**src/hw/pca_mode_pkg.sv**
```systemverilog
/*
  Constants for one capture/compare channel of the counter array:
  mode register field positions, reset value and widths.
  Assumes nothing of its surroundings.
*/
package pca_mode_pkg;
  localparam int MODE_WIDTH = 8;
  localparam int COUNT_WIDTH = 16;
  localparam int NARROW_WIDTH = 8;
  localparam int WATCHDOG_CHANNEL = 4;
  localparam logic [MODE_WIDTH-1:0] MODE_RESET = 8'h00;
  localparam int BIT_WIDE_PWM = 7;
  localparam int BIT_COMPARATOR = 6;
  localparam int BIT_RISING_CAPTURE = 5;
  localparam int BIT_FALLING_CAPTURE = 4;
  localparam int BIT_MATCH_FLAG = 3;
  localparam int BIT_TOGGLE = 2;
  localparam int BIT_PWM = 1;
  localparam int BIT_FLAG_IRQ = 0;
  typedef enum logic [1:0] {OUT_IDLE, OUT_TOGGLE, OUT_FREQ, OUT_PWM} out_mode_t;
endpackage

```
**src/hw/pca_module_mode_control.sv**
```systemverilog
/*
  Mode control of one capture/compare channel: mode register, capture on pin
  edges, match flag, toggle, frequency output and 8/16-bit PWM, interrupt mask
  and the watchdog lock of channel 4.
  Assumes the shared counter, the channel's compare value and the watchdog
  enable come from logic on clock_i; the pin is asynchronous.
*/
// Contract
// - Falling capture enable captures the counter on a falling pin edge.
// - Match flag enable sets the channel flag when counter equals compare value.
// - Toggle enable inverts the pin level on each match.
// - Toggle plus PWM enable selects frequency output mode.
// - PWM enable drives a pulse width modulated waveform on the pin.
// - Wide select clear gives 8-bit PWM, set gives 16-bit PWM.
// - Flag interrupt enable masks the interrupt request of the channel flag.
// - Watchdog enabled: writes to channel 4 mode register are ignored.
// - Rising capture enable captures the counter on a rising pin edge.
// - Both capture enables capture on any pin transition.
// - Comparator enable switches the comparator on; match, toggle, PWM need it.
// - Comparator off: no toggling, PWM outputs constant zero.
`timescale 1ns/1ns
module pca_module_mode_control
#(
  parameter int CHANNEL_INDEX = 0
)
(
  // Clock and reset
  input wire logic clock_i,
  input wire logic rst_n_i,
  // Mode register access
  input wire logic mode_write_i,
  input wire logic [pca_mode_pkg::MODE_WIDTH-1:0] mode_wdata_i,
  output logic [pca_mode_pkg::MODE_WIDTH-1:0] channel_mode_control_o,
  // Shared counter and compare value
  input wire logic [pca_mode_pkg::COUNT_WIDTH-1:0] counter_i,
  input wire logic [pca_mode_pkg::COUNT_WIDTH-1:0] compare_value_i,
  // Watchdog
  input wire logic watchdog_enable_i,
  // Capture result
  output logic capture_strobe_o,
  output logic [pca_mode_pkg::COUNT_WIDTH-1:0] capture_value_o,
  // Channel flag in the array mode register
  input wire logic flag_clear_i,
  output logic channel_event_flag_o,
  output logic irq_o,
  // Channel pin
  input wire logic channel_pin_i,
  output logic channel_pin_o,
  output logic channel_pin_oe_o
);
  import pca_mode_pkg::*;

  logic [MODE_WIDTH-1:0] mode_q;
  logic rise;
  logic fall;
  logic capture_hit;
  logic full_eq;
  logic narrow_eq;
  logic match_hit;
  logic pwm_high;
  logic wide_below;
  logic write_locked;
  out_mode_t out_mode;
  logic pin_q;
  logic flag_q;
  logic capture_strobe_q;
  logic [COUNT_WIDTH-1:0] capture_value_q;

  pin_edge_detect u_edge
  (
    .clock_i(clock_i),
    .rst_n_i(rst_n_i),
    .pin_i(channel_pin_i),
    .rise_o(rise),
    .fall_o(fall)
  );

  // Mode register; channel 4 is frozen while it serves as watchdog
  assign write_locked = (CHANNEL_INDEX == WATCHDOG_CHANNEL) && watchdog_enable_i;

  always_ff @(posedge clock_i or negedge rst_n_i)
  begin
    if (!rst_n_i)
      mode_q <= MODE_RESET;
    else if (mode_write_i && !write_locked)
      mode_q <= mode_wdata_i;
  end

  assign channel_mode_control_o = mode_q;

  // Capture on the enabled edges
  assign capture_hit = (mode_q[BIT_FALLING_CAPTURE] && fall)
    || (mode_q[BIT_RISING_CAPTURE] && rise);

  always_ff @(posedge clock_i or negedge rst_n_i)
  begin
    if (!rst_n_i)
    begin
      capture_strobe_q <= 1'b0;
      capture_value_q <= '0;
    end
    else
    begin
      capture_strobe_q <= capture_hit;
      if (capture_hit)
        capture_value_q <= counter_i;
    end
  end

  assign capture_strobe_o = capture_strobe_q;
  assign capture_value_o = capture_value_q;

  // Comparator; 8-bit PWM and frequency output compare the low byte only
  assign full_eq = counter_i == compare_value_i;
  assign narrow_eq = counter_i[NARROW_WIDTH-1:0] == compare_value_i[NARROW_WIDTH-1:0];

  always_comb
  begin
    if (!mode_q[BIT_TOGGLE] && !mode_q[BIT_PWM])
      out_mode = OUT_IDLE;
    else if (mode_q[BIT_TOGGLE] && mode_q[BIT_PWM])
      out_mode = OUT_FREQ;
    else if (mode_q[BIT_TOGGLE])
      out_mode = OUT_TOGGLE;
    else
      out_mode = OUT_PWM;
  end

  always_comb
  begin
    if (!mode_q[BIT_COMPARATOR])
      match_hit = 1'b0;
    else if ((out_mode == OUT_PWM && !mode_q[BIT_WIDE_PWM]) || out_mode == OUT_FREQ)
      match_hit = narrow_eq;
    else
      match_hit = full_eq;
  end

  // PWM level: high while the counter is below the compare value
  always_comb
  begin
    if (mode_q[BIT_WIDE_PWM])
      pwm_high = counter_i < compare_value_i;
    else
      pwm_high = counter_i[NARROW_WIDTH-1:0] < compare_value_i[NARROW_WIDTH-1:0];
  end

  // Pin driver
  always_ff @(posedge clock_i or negedge rst_n_i)
  begin
    if (!rst_n_i)
      pin_q <= 1'b0;
    else
    begin
      unique case (out_mode)
        OUT_IDLE: pin_q <= pin_q;
        OUT_TOGGLE, OUT_FREQ:
        begin
          if (match_hit)
            pin_q <= ~pin_q;
        end
        OUT_PWM: pin_q <= mode_q[BIT_COMPARATOR] && pwm_high;
      endcase
    end
  end

  assign channel_pin_o = pin_q;
  assign channel_pin_oe_o = out_mode != OUT_IDLE;

  // Channel flag: a set in the clearing cycle wins; the mask does not gate it
  always_ff @(posedge clock_i or negedge rst_n_i)
  begin
    if (!rst_n_i)
      flag_q <= 1'b0;
    else if (capture_hit || (match_hit && mode_q[BIT_MATCH_FLAG]))
      flag_q <= 1'b1;
    else if (flag_clear_i)
      flag_q <= 1'b0;
  end

  assign channel_event_flag_o = flag_q;
  assign irq_o = flag_q && mode_q[BIT_FLAG_IRQ];

  // Assertions
  assign wide_below = counter_i < compare_value_i;
  property p_fall_capture;
    @(posedge clock_i) disable iff (!rst_n_i)
      (mode_q[BIT_FALLING_CAPTURE] && fall)
      |=> capture_strobe_o && capture_value_o == $past(counter_i);
  endproperty
  a_fall_capture: assert property (p_fall_capture)
    else $error("falling edge not captured");

  property p_rise_capture;
    @(posedge clock_i) disable iff (!rst_n_i)
      (mode_q[BIT_RISING_CAPTURE] && rise) |=> capture_strobe_o && channel_event_flag_o;
  endproperty
  a_rise_capture: assert property (p_rise_capture)
    else $error("rising edge not captured");

  property p_no_capture;
    @(posedge clock_i) disable iff (!rst_n_i)
      (!mode_q[BIT_FALLING_CAPTURE] && !mode_q[BIT_RISING_CAPTURE]) |=> !capture_strobe_o;
  endproperty
  a_no_capture: assert property (p_no_capture)
    else $error("capture with both edges off");

  property p_match_flag;
    @(posedge clock_i) disable iff (!rst_n_i)
      (mode_q[BIT_COMPARATOR] && mode_q[BIT_MATCH_FLAG] && !mode_q[BIT_PWM] && full_eq)
      |=> channel_event_flag_o;
  endproperty
  a_match_flag: assert property (p_match_flag)
    else $error("match did not set flag");

  property p_toggle;
    @(posedge clock_i) disable iff (!rst_n_i)
      (out_mode == OUT_TOGGLE && mode_q[BIT_COMPARATOR] && full_eq)
      |=> channel_pin_o != $past(channel_pin_o);
  endproperty
  a_toggle: assert property (p_toggle) else $error("pin did not toggle on match");

  property p_freq;
    @(posedge clock_i) disable iff (!rst_n_i)
      (out_mode == OUT_FREQ && mode_q[BIT_COMPARATOR] && narrow_eq)
      |=> channel_pin_o != $past(channel_pin_o);
  endproperty
  a_freq: assert property (p_freq) else $error("frequency output did not toggle");

  property p_pwm_level;
    @(posedge clock_i) disable iff (!rst_n_i)
      (out_mode == OUT_PWM && mode_q[BIT_COMPARATOR] && mode_q[BIT_WIDE_PWM]) ##1 $stable(mode_q)
      |-> channel_pin_o == $past(wide_below);
  endproperty
  a_pwm_level: assert property (p_pwm_level)
    else $error("16-bit pwm level wrong");

  property p_comp_off;
    @(posedge clock_i) disable iff (!rst_n_i)
      (out_mode == OUT_PWM && !mode_q[BIT_COMPARATOR]) |=> !channel_pin_o;
  endproperty
  a_comp_off: assert property (p_comp_off)
    else $error("pwm not zero with comparator off");

  property p_irq_mask;
    @(posedge clock_i) disable iff (!rst_n_i)
      irq_o == (channel_event_flag_o && mode_q[BIT_FLAG_IRQ]);
  endproperty
  a_irq_mask: assert property (p_irq_mask) else $error("interrupt mask wrong");

  property p_lock;
    @(posedge clock_i) disable iff (!rst_n_i)
      write_locked |=> $stable(channel_mode_control_o);
  endproperty
  a_lock: assert property (p_lock) else $error("locked mode register changed");

  property p_write;
    @(posedge clock_i) disable iff (!rst_n_i)
      (mode_write_i && !write_locked) |=> channel_mode_control_o == $past(mode_wdata_i);
  endproperty
  a_write: assert property (p_write) else $error("mode write lost");

  property p_set_wins;
    @(posedge clock_i) disable iff (!rst_n_i)
      (flag_clear_i && capture_hit) |=> channel_event_flag_o;
  endproperty
  a_set_wins: assert property (p_set_wins) else $error("flag set lost to clear");

  c_capture: cover property (@(posedge clock_i) disable iff (!rst_n_i) capture_strobe_o);
  c_toggle: cover property (@(posedge clock_i) disable iff (!rst_n_i)
    out_mode == OUT_TOGGLE && match_hit);
  c_pwm: cover property (@(posedge clock_i) disable iff (!rst_n_i)
    out_mode == OUT_PWM && $rose(channel_pin_o));
  c_irq: cover property (@(posedge clock_i) disable iff (!rst_n_i) $rose(irq_o));
endmodule

```
**src/hw/pin_edge_detect.sv**
```systemverilog
/*
  Synchronises the channel pin into the clock domain and flags its edges.
  Assumes the pin is asynchronous to clock_i.
*/
`timescale 1ns/1ns
module pin_edge_detect
(
  // Clock and reset
  input wire logic clock_i,
  input wire logic rst_n_i,
  // Pin
  input wire logic pin_i,
  // Edges
  output logic rise_o,
  output logic fall_o
);
  logic meta_q;
  logic sync_q;
  logic prev_q;

  always_ff @(posedge clock_i or negedge rst_n_i)
  begin
    if (!rst_n_i)
    begin
      meta_q <= 1'b0;
      sync_q <= 1'b0;
      prev_q <= 1'b0;
    end
    else
    begin
      meta_q <= pin_i;
      sync_q <= meta_q;
      prev_q <= sync_q;
    end
  end

  assign rise_o = sync_q & ~prev_q;
  assign fall_o = ~sync_q & prev_q;
endmodule

```
**config.mk**
```make
export PLATFORM = sky130hd
export DESIGN_NAME = pca_module_mode_control
export DESIGN_NICKNAME = d
export VERILOG_FILES = /design/src/hw/pca_mode_pkg.sv /design/src/hw/pca_module_mode_control.sv /design/src/hw/pin_edge_detect.sv
export SDC_FILE = /design/constraint.sdc
export NUM_CORES = 1
export LEC_CHECK = 0
export ABC_AREA = 1
export CORE_MARGIN = 1.5
export CORE_UTILIZATION = 40
export CTS_CLUSTER_DIAMETER = 80
export DETAILED_ROUTE_END_ITERATION = 7
export DONT_BUFFER_PORTS = 1
export REMOVE_ABC_BUFFERS = 1
export SYNTH_ARGS = -nofsm -noshare
export SYNTH_HDL_FRONTEND = slang
export SYNTH_HIERARCHICAL = 1
export SYNTH_SLANG_ARGS = --single-unit
```
**constraint.sdc**
```tcl
create_clock -name clock_i -period 4 [get_ports clock_i]
set_input_delay 0.2 -clock clock_i [delete_from_list [all_inputs] [get_ports clock_i]]
set_output_delay 0.2 -clock clock_i [all_outputs]
set_load 0.02 [all_outputs]
```
==> results of run 1 <==
[layer usage]
layer	GRT usage (%)	wire length, µm	vias up
li1	-	-	541
met1	15.7	1300	510
met2	28.7	1710	46
met3	7.33	269	0
met4	3.06	0	0
met5	0	0	-
[worst max-delay path, delay by kind of cell, from the launching register on]
family / cells / cell delay (ns)
simple gates: 1 / 0.27
flops: 1 / 0.55
buf+inv: 1 / 0.12
[state kept, by name, indices dropped and copies added (netlist names)]
signal,flops
capture_value_o,16
channel_mode_control_o,8
capture_strobe_o,1
channel_event_flag_o,1
channel_pin_o,1
u_edge/meta_q,1
u_edge/prev_q,1
u_edge/sync_q,1
[synth_stat cells]
master / n / share of area [%]
dfrtp_1: 30 / 45
inv_1: 29 / 6.5
nand2_1: 27 / 6.1
ha_1: 16 / 12
mux2_2: 13 / 8.8
nor2_1: 10 / 2.3
nand2_2: 9 / 3.4
a21oi_1: 7 / 2.1
mux2_4: 6 / 5.4
o21ai_0: 4 / 1.2
a21o_1: 2 / 0.90
nor2_2: 2 / 0.75
nor2_4: 2 / 1.4
a21oi_2: 1 / 0.53
buf_2: 1 / 0.30
buf_6: 1 / 0.68
inv_2: 1 / 0.23
nand2_4: 1 / 0.68
nand3_1: 1 / 0.30
nand4_1: 1 / 0.38
nor3_1: 1 / 0.30
o31ai_2: 1 / 0.75
[path summary, 6_finish.rpt]
check,from,endpoint,slack (ns),cells past startpoint
max,channel_mode_control_o[2]$_DFFE_PN0P_,channel_pin_oe_o,2.58,2
min,mode_write_i,channel_mode_control_o[3]$_DFFE_PN0P_,0.03,1
max reg2reg,u_edge/sync_q$_DFF_PN0_,capture_value_o[9]$_DFFE_PN0P_,2.63,4
min reg2reg,u_edge/meta_q$_DFF_PN0_,u_edge/sync_q$_DFF_PN0_,0.37,0
max in group asynchronous,rst_n_i,capture_value_o[6]$_DFFE_PN0P_,3.46,2
min in group asynchronous,rst_n_i,capture_value_o[10]$_DFFE_PN0P_,0.37,2
[layout make-up]
class / instances / area [µm²]
Timing Repair Buffer: 3 / 40.0
Clock buffer: 8 / 110
Tap cell: 50 / 62.6
Fill cell: 392 / 2140
Multi-Input combinational cell: 104 / 786
Sequential cell: 30 / 751
Inverter: 30 / 113
[cells by family (layout without fill, tap and decap cells)]
kind of cell	count (synthesis)	after routing
flip-flops	30	30
AO/OA/AOI/OAI	15	15
adder cells (fa/ha/maj)	16	16
buffers and inverters	32	41
multiplexers	19	19
AND/OR/NAND/NOR	54	54
[through the flow]
step	util (%)	total power [mW]	instances	setup slack (ns)
floorplan	-	0.567	164	2.76
global placement	42.8	0.589	214	2.67
detailed placement	42.8	0.598	214	2.63
CTS	46.5	0.899	225	2.56
global route	46.5	0.936	225	2.49
finish	46.5	0.886	225	2.58
[report_power, final]
part           total (mW)  leakage, nW  switching, mW  internal [mW]
Clock               0.286       0.0575          0.113          0.174
Sequential          0.457        0.354          0.103          0.355
Combinational       0.143        0.555         0.0681         0.0747
Total               0.886        0.967          0.283          0.603
==> impl_metrics.py, run 1 <==
metrics = {
    "detailed_routing": {
        "drcViolationCount": 0,
        "dr_total_vias": 1097,
        "post_drt_via_cell_ratio": 4.88,
        "drt_pass1_iterations": 3,
        "wl_mm": 3.28,
        "drtIter0Drc": 49,
        "wl_per_cell_um": 14.6,
        "ant_nets": 0,
    },
    "synth": {
        "synth_simple_gate_area_share_pct": 15.5,
        "seq_area_frac_synth_pct": 45.1,
        "synth_mux_area_share_pct": 14.2,
        "postSynthAreaPerCell_um2": 10.0,
        "synth_fa_ha_area_share_pct": 12.0,
        "synth-warning-count": 6,
        "synth-compound-area-share_pct": 5.48,
        "syn_inst": 166,
        "netlist_area_um2": 1670,
        "synth_xor_area_share_pct": 0,
        "synth_top_family_by_area": "simple AND/OR/NAND/NOR gates",
        "synth-seq-cells": 30,
        "synth_cell_types": 22,
    },
    "timing": {
        "slew_violations": 0,
        "hold_viol": 0,
        "setup_viol": 0,
        "finalCriticalPeriod_ns": 1.42,
        "tightest_slew_ns": 0.356,
        "fmax_ghz": 0.704,
        "clock_skew_ns": 0.00114,
        "tns_ns": 0,
        "min_period_over_period_pct": 35.5,
        "slew_headroom_pct": 76.2,
        "rsz0062_at_grt": "false",
        "hold_ws_ns": 0.0271,
    },
    "min_path": {
        "hold_path.class": "input port to flip-flop",
    },
    "final_layout": {
        "nets": 236,
        "n_antenna_cell": 0,
        "final_common_cell": "dfrtp_1",
        "final_cell_mix": "30 x dfrtp_1, 29 x inv_1, 27 x nand2_1",
        "area_growth_pct": 11.8,
        "final_area_um2": 1860,
        "drive_gt1_share_pct": 25.7,
    },
    "floorplanning": {
        "die_h_um": 67.5,
        "die_area_um2": 4560,
        "row_count": 23,
        "die_width_um": 67.5,
        "start_util_pct": 41.6,
        "pin_count": 75,
        "coreArea_um2": 4000,
    },
    "placement": {
        "hpwl_mm": 2.52,
        "portBuffers": 0,
        "gp_congestion": 0.685,
        "placed_cell_area_um2": 1710,
    },
    "grt": {
        "overflow": 0,
        "track_usage_pct": 15.5,
        "first_global_vias": 1197,
        "grt_max_degree": 31,
        "antenna_found_initial": 0,
        "grt_first_pass_wirelength_mm": 5.09,
    },
    "clock_network": {
        "cts-root-buf": "clkbuf_8",
        "numCtsBuffers": 5,
        "ctsResizeCount": 0,
        "cts_hold_buf": 3,
        "htree_levels": 2,
        "clk_latency_ns": 0.28,
        "clk_path_buf_depth": 2,
        "cts_tree": "yes",
        "clock_sinks": 30,
        "post_cts_buffers": 0,
        "cts.reportedPaths.clkPinSlew_ns": 0.06,
    },
    "pwr": {
        "p_leak_nw": 0.967,
        "peakVddDrop_v": 0.000231,
        "powerDensity_nw_per_um2": 476,
    },
    "setup_path": {
        "end_kind": "output port",
        "cp-start-kind": "flip-flop",
        "max_stage_delay_ns": 0.55,
        "path_max_fanout": 5,
        "path_class": "flip-flop to output port",
        "crit_chain": "inv_1 -> nand2_1",
        "required_ns": 3.80,
        "arrival_ns": 1.22,
        "slowest_stage": "dfrtp_1",
    },
    "run_status": {
        "status": "finished, final reports clean",
    },
    "run": {
        "drv_cap": 0,
    },
}
Power figures use the tool's default switching activity.
==> run 2, diff against run 1 <==
==> constraint.sdc (replaced) <==
create_clock -name clock_i -period 1.1 [get_ports clock_i]
set_input_delay 0.055 -clock clock_i [delete_from_list [all_inputs] [get_ports clock_i]]
set_output_delay 0.055 -clock clock_i [all_outputs]
set_load 0.02 [all_outputs]
==> impl_metrics.py, run 2 (synthesized netlist as in run 1, its figures left out) <==
metrics = {
    "grt": {
        "grt_max_degree": 31,
        "first_global_vias": 1392,
        "overflow": 0,
        "track_usage_pct": 19.4,
        "grt_first_pass_wirelength_mm": 6.33,
        "antenna_found_initial": 0,
    },
    "setup_path": {
        "critPathBufInv": 0,
        "slowest_stage": "dfrtp_1",
        "timing.rr.end": "capture_value_o[15]$_DFFE_PN0P_",
        "required_ns": 1.27,
        "arrival_ns": 1.46,
        "rr_worst_depth": 4,
        "cp-start-kind": "flip-flop",
        "path_max_fanout": 8,
        "cp.depth": 4,
        "crit_path_end": "capture_value_o[15]$_DFFE_PN0P_",
        "r2r_start": "u_edge/sync_q$_DFF_PN0_",
        "crit_start": "u_edge/sync_q$_DFF_PN0_",
        "critPathTopFamily": "simple AND/OR/NAND/NOR gates",
        "max_stage_delay_ns": 0.41,
        "end_kind": "flip-flop",
        "path_class": "flip-flop to flip-flop",
        "crit_chain": "nor2_2 -> nand2_4 -> nand2_8 -> mux2_4",
        "regToRegSetupSlack_ns": -0.20,
    },
    "clock_network": {
        "cts-root-buf": "clkbuf_8",
        "cts.reportedPaths.clkPinSlew_ns": 0.07,
        "cts_tree": "yes",
        "clock_sinks": 30,
        "htree_levels": 2,
        "clk_latency_ns": 0.28,
        "clk_path_buf_depth": 2,
        "numCtsBuffers": 5,
    },
    "floorplanning": {
        "die_area_um2": 4560,
        "coreArea_um2": 4000,
        "die_h_um": 67.5,
        "start_util_pct": 41.6,
        "die_width_um": 67.5,
        "pin_count": 75,
        "row_count": 23,
    },
    "detailed_routing": {
        "wl_per_cell_um": 15.5,
        "drcViolationCount": 0,
        "ant_nets": 0,
        "drtIter0Drc": 61,
        "wl_mm": 4.23,
        "drt_pass1_iterations": 4,
        "post_drt_via_cell_ratio": 4.78,
        "dr_total_vias": 1306,
    },
    "placement": {
        "placed_cell_area_um2": 1790,
        "hpwl_mm": 2.60,
        "portBuffers": 0,
        "place_inst": 225,
        "gp_congestion": 0.705,
    },
    "final_layout": {
        "final_cell_mix": "30 x dfrtp_1, 27 x dlygate4sd3_1, 26 x nand2_1",
        "final.fill_count": 354,
        "largest_reg_flops": 16,
        "final_util_pct": 60.6,
        "drive_gt1_share_pct": 34.1,
        "area_growth_pct": 45.5,
        "final_common_cell": "dfrtp_1",
        "n_antenna_cell": 0,
        "final_area_um2": 2420,
        "nets": 284,
        "fin_cells": 273,
    },
    "timing": {
        "tightest_slew_ns": 0.484,
        "hold_viol": 0,
        "tns_ns": -3.02,
        "clock_skew_ns": 0.00287,
        "hold_ws_ns": 0.235,
        "fmax_ghz": 0.772,
        "min_period_over_period_pct": 118,
        "setup_ws_ns": -0.195,
        "rsz0062_at_grt": "true",
        "finalCriticalPeriod_ns": 1.30,
        "slew_headroom_pct": 67.7,
        "setup_viol": 18,
        "slew_violations": 0,
    },
    "pwr": {
        "p_sw_mw": 1.15,
        "intPower_mw": 2.74,
        "powerDensity_nw_per_um2": 1610,
        "seqPwrFrac_pct": 41.3,
        "p_leak_nw": 1.25,
        "pwr-share-comb_pct": 22.8,
        "switching_share_pct": 29.6,
        "peakVddDrop_v": 0.000903,
        "clkPwrFrac_pct": 35.9,
    },
    "run_status": {
        "violations": "setup timing",
        "status": "complete, but fails checks",
    },
    "run": {
        "drv_cap": 0,
    },
    "min_path": {
        "hold_path.class": "input port to asynchronous set/reset pin",
    },
}
==> run 2: cell count changes in the layout (fill, tap and decap cells not counted), sizes merged <==
cell / delta
dlygate4sd3: +25
buf: +20
bufinv: +2
clkbuf: -2
nand2: +2
dlymetal6s4s: +1
==> run 2: what timing repair did <==
action,in CTS,in global routing
hold buffers,29,0
cloned,2,0
endpoints found under the setup margin,19,25
buffers inserted,4,5
endpoints found under the hold margin,56,0
resized for setup,17,9
pin swaps,6,4
==> run 2: power groups by stage <==
stage,clock network [mW],registers [mW],logic (mW)
6_report,1.40,1.61,0.885
5_1_grt,1.48,1.63,0.968
4_1_cts,1.43,1.61,0.849
3_5_place_dp,0,1.62,0.627
3_3_place_gp,0,1.61,0.598
2_1_floorplan,0,1.64,0.419
==> run 2: final cells by class <==
type                       instances  area (µm²)  area share [%]
clock buffer                       6        82.6            3.41
clock inverter                     2        60.1            2.48
inverter                          30         113            4.65
multi-input combinational        106         890            36.7
sequential                        30         751            31.0
tap                               50        62.6            2.58
timing repair buffer              49         464            19.2
==> run 2: how the worst min path moves through the flow <==
stage,from,end,slack (ns),cells after the start
after floorplan,rst_n_i,capture_strobe_o$_DFF_PN0_,-0.24,0
after global placement,rst_n_i,capture_value_o[12]$_DFFE_PN0P_,-0.24,0
after detailed placement,rst_n_i,capture_value_o[12]$_DFFE_PN0P_,-0.24,0
after CTS,rst_n_i,capture_value_o[0]$_DFFE_PN0P_,0.24,2
after global routing,rst_n_i,capture_value_o[13]$_DFFE_PN0P_,0.25,2
final,rst_n_i,capture_value_o[13]$_DFFE_PN0P_,0.23,2
==> run 2: stage by stage <==
| stage | setup slack (ns) | power [mW] |
|---|---|---|
| 2_1_floorplan | -0.140 | 2.06 |
| 3_3_place_gp | -0.205 | 2.21 |
| 3_5_place_dp | -0.269 | 2.25 |
| 4_1_cts | -0.172 | 3.88 |
| 5_1_grt | -0.233 | 4.08 |
| 6_report | -0.195 | 3.89 |
==> run 2: layer usage <==
layer | up-vias | global-route usage, % | part of all wire, %
met2 | 50 | 35.8 | 54
met1 | 610 | 21.1 | 38
met5 | - | 0 | 0
met4 | 0 | 4.59 | 0.69
met3 | 3 | 6.83 | 7.0
li1 | 643 | - | -
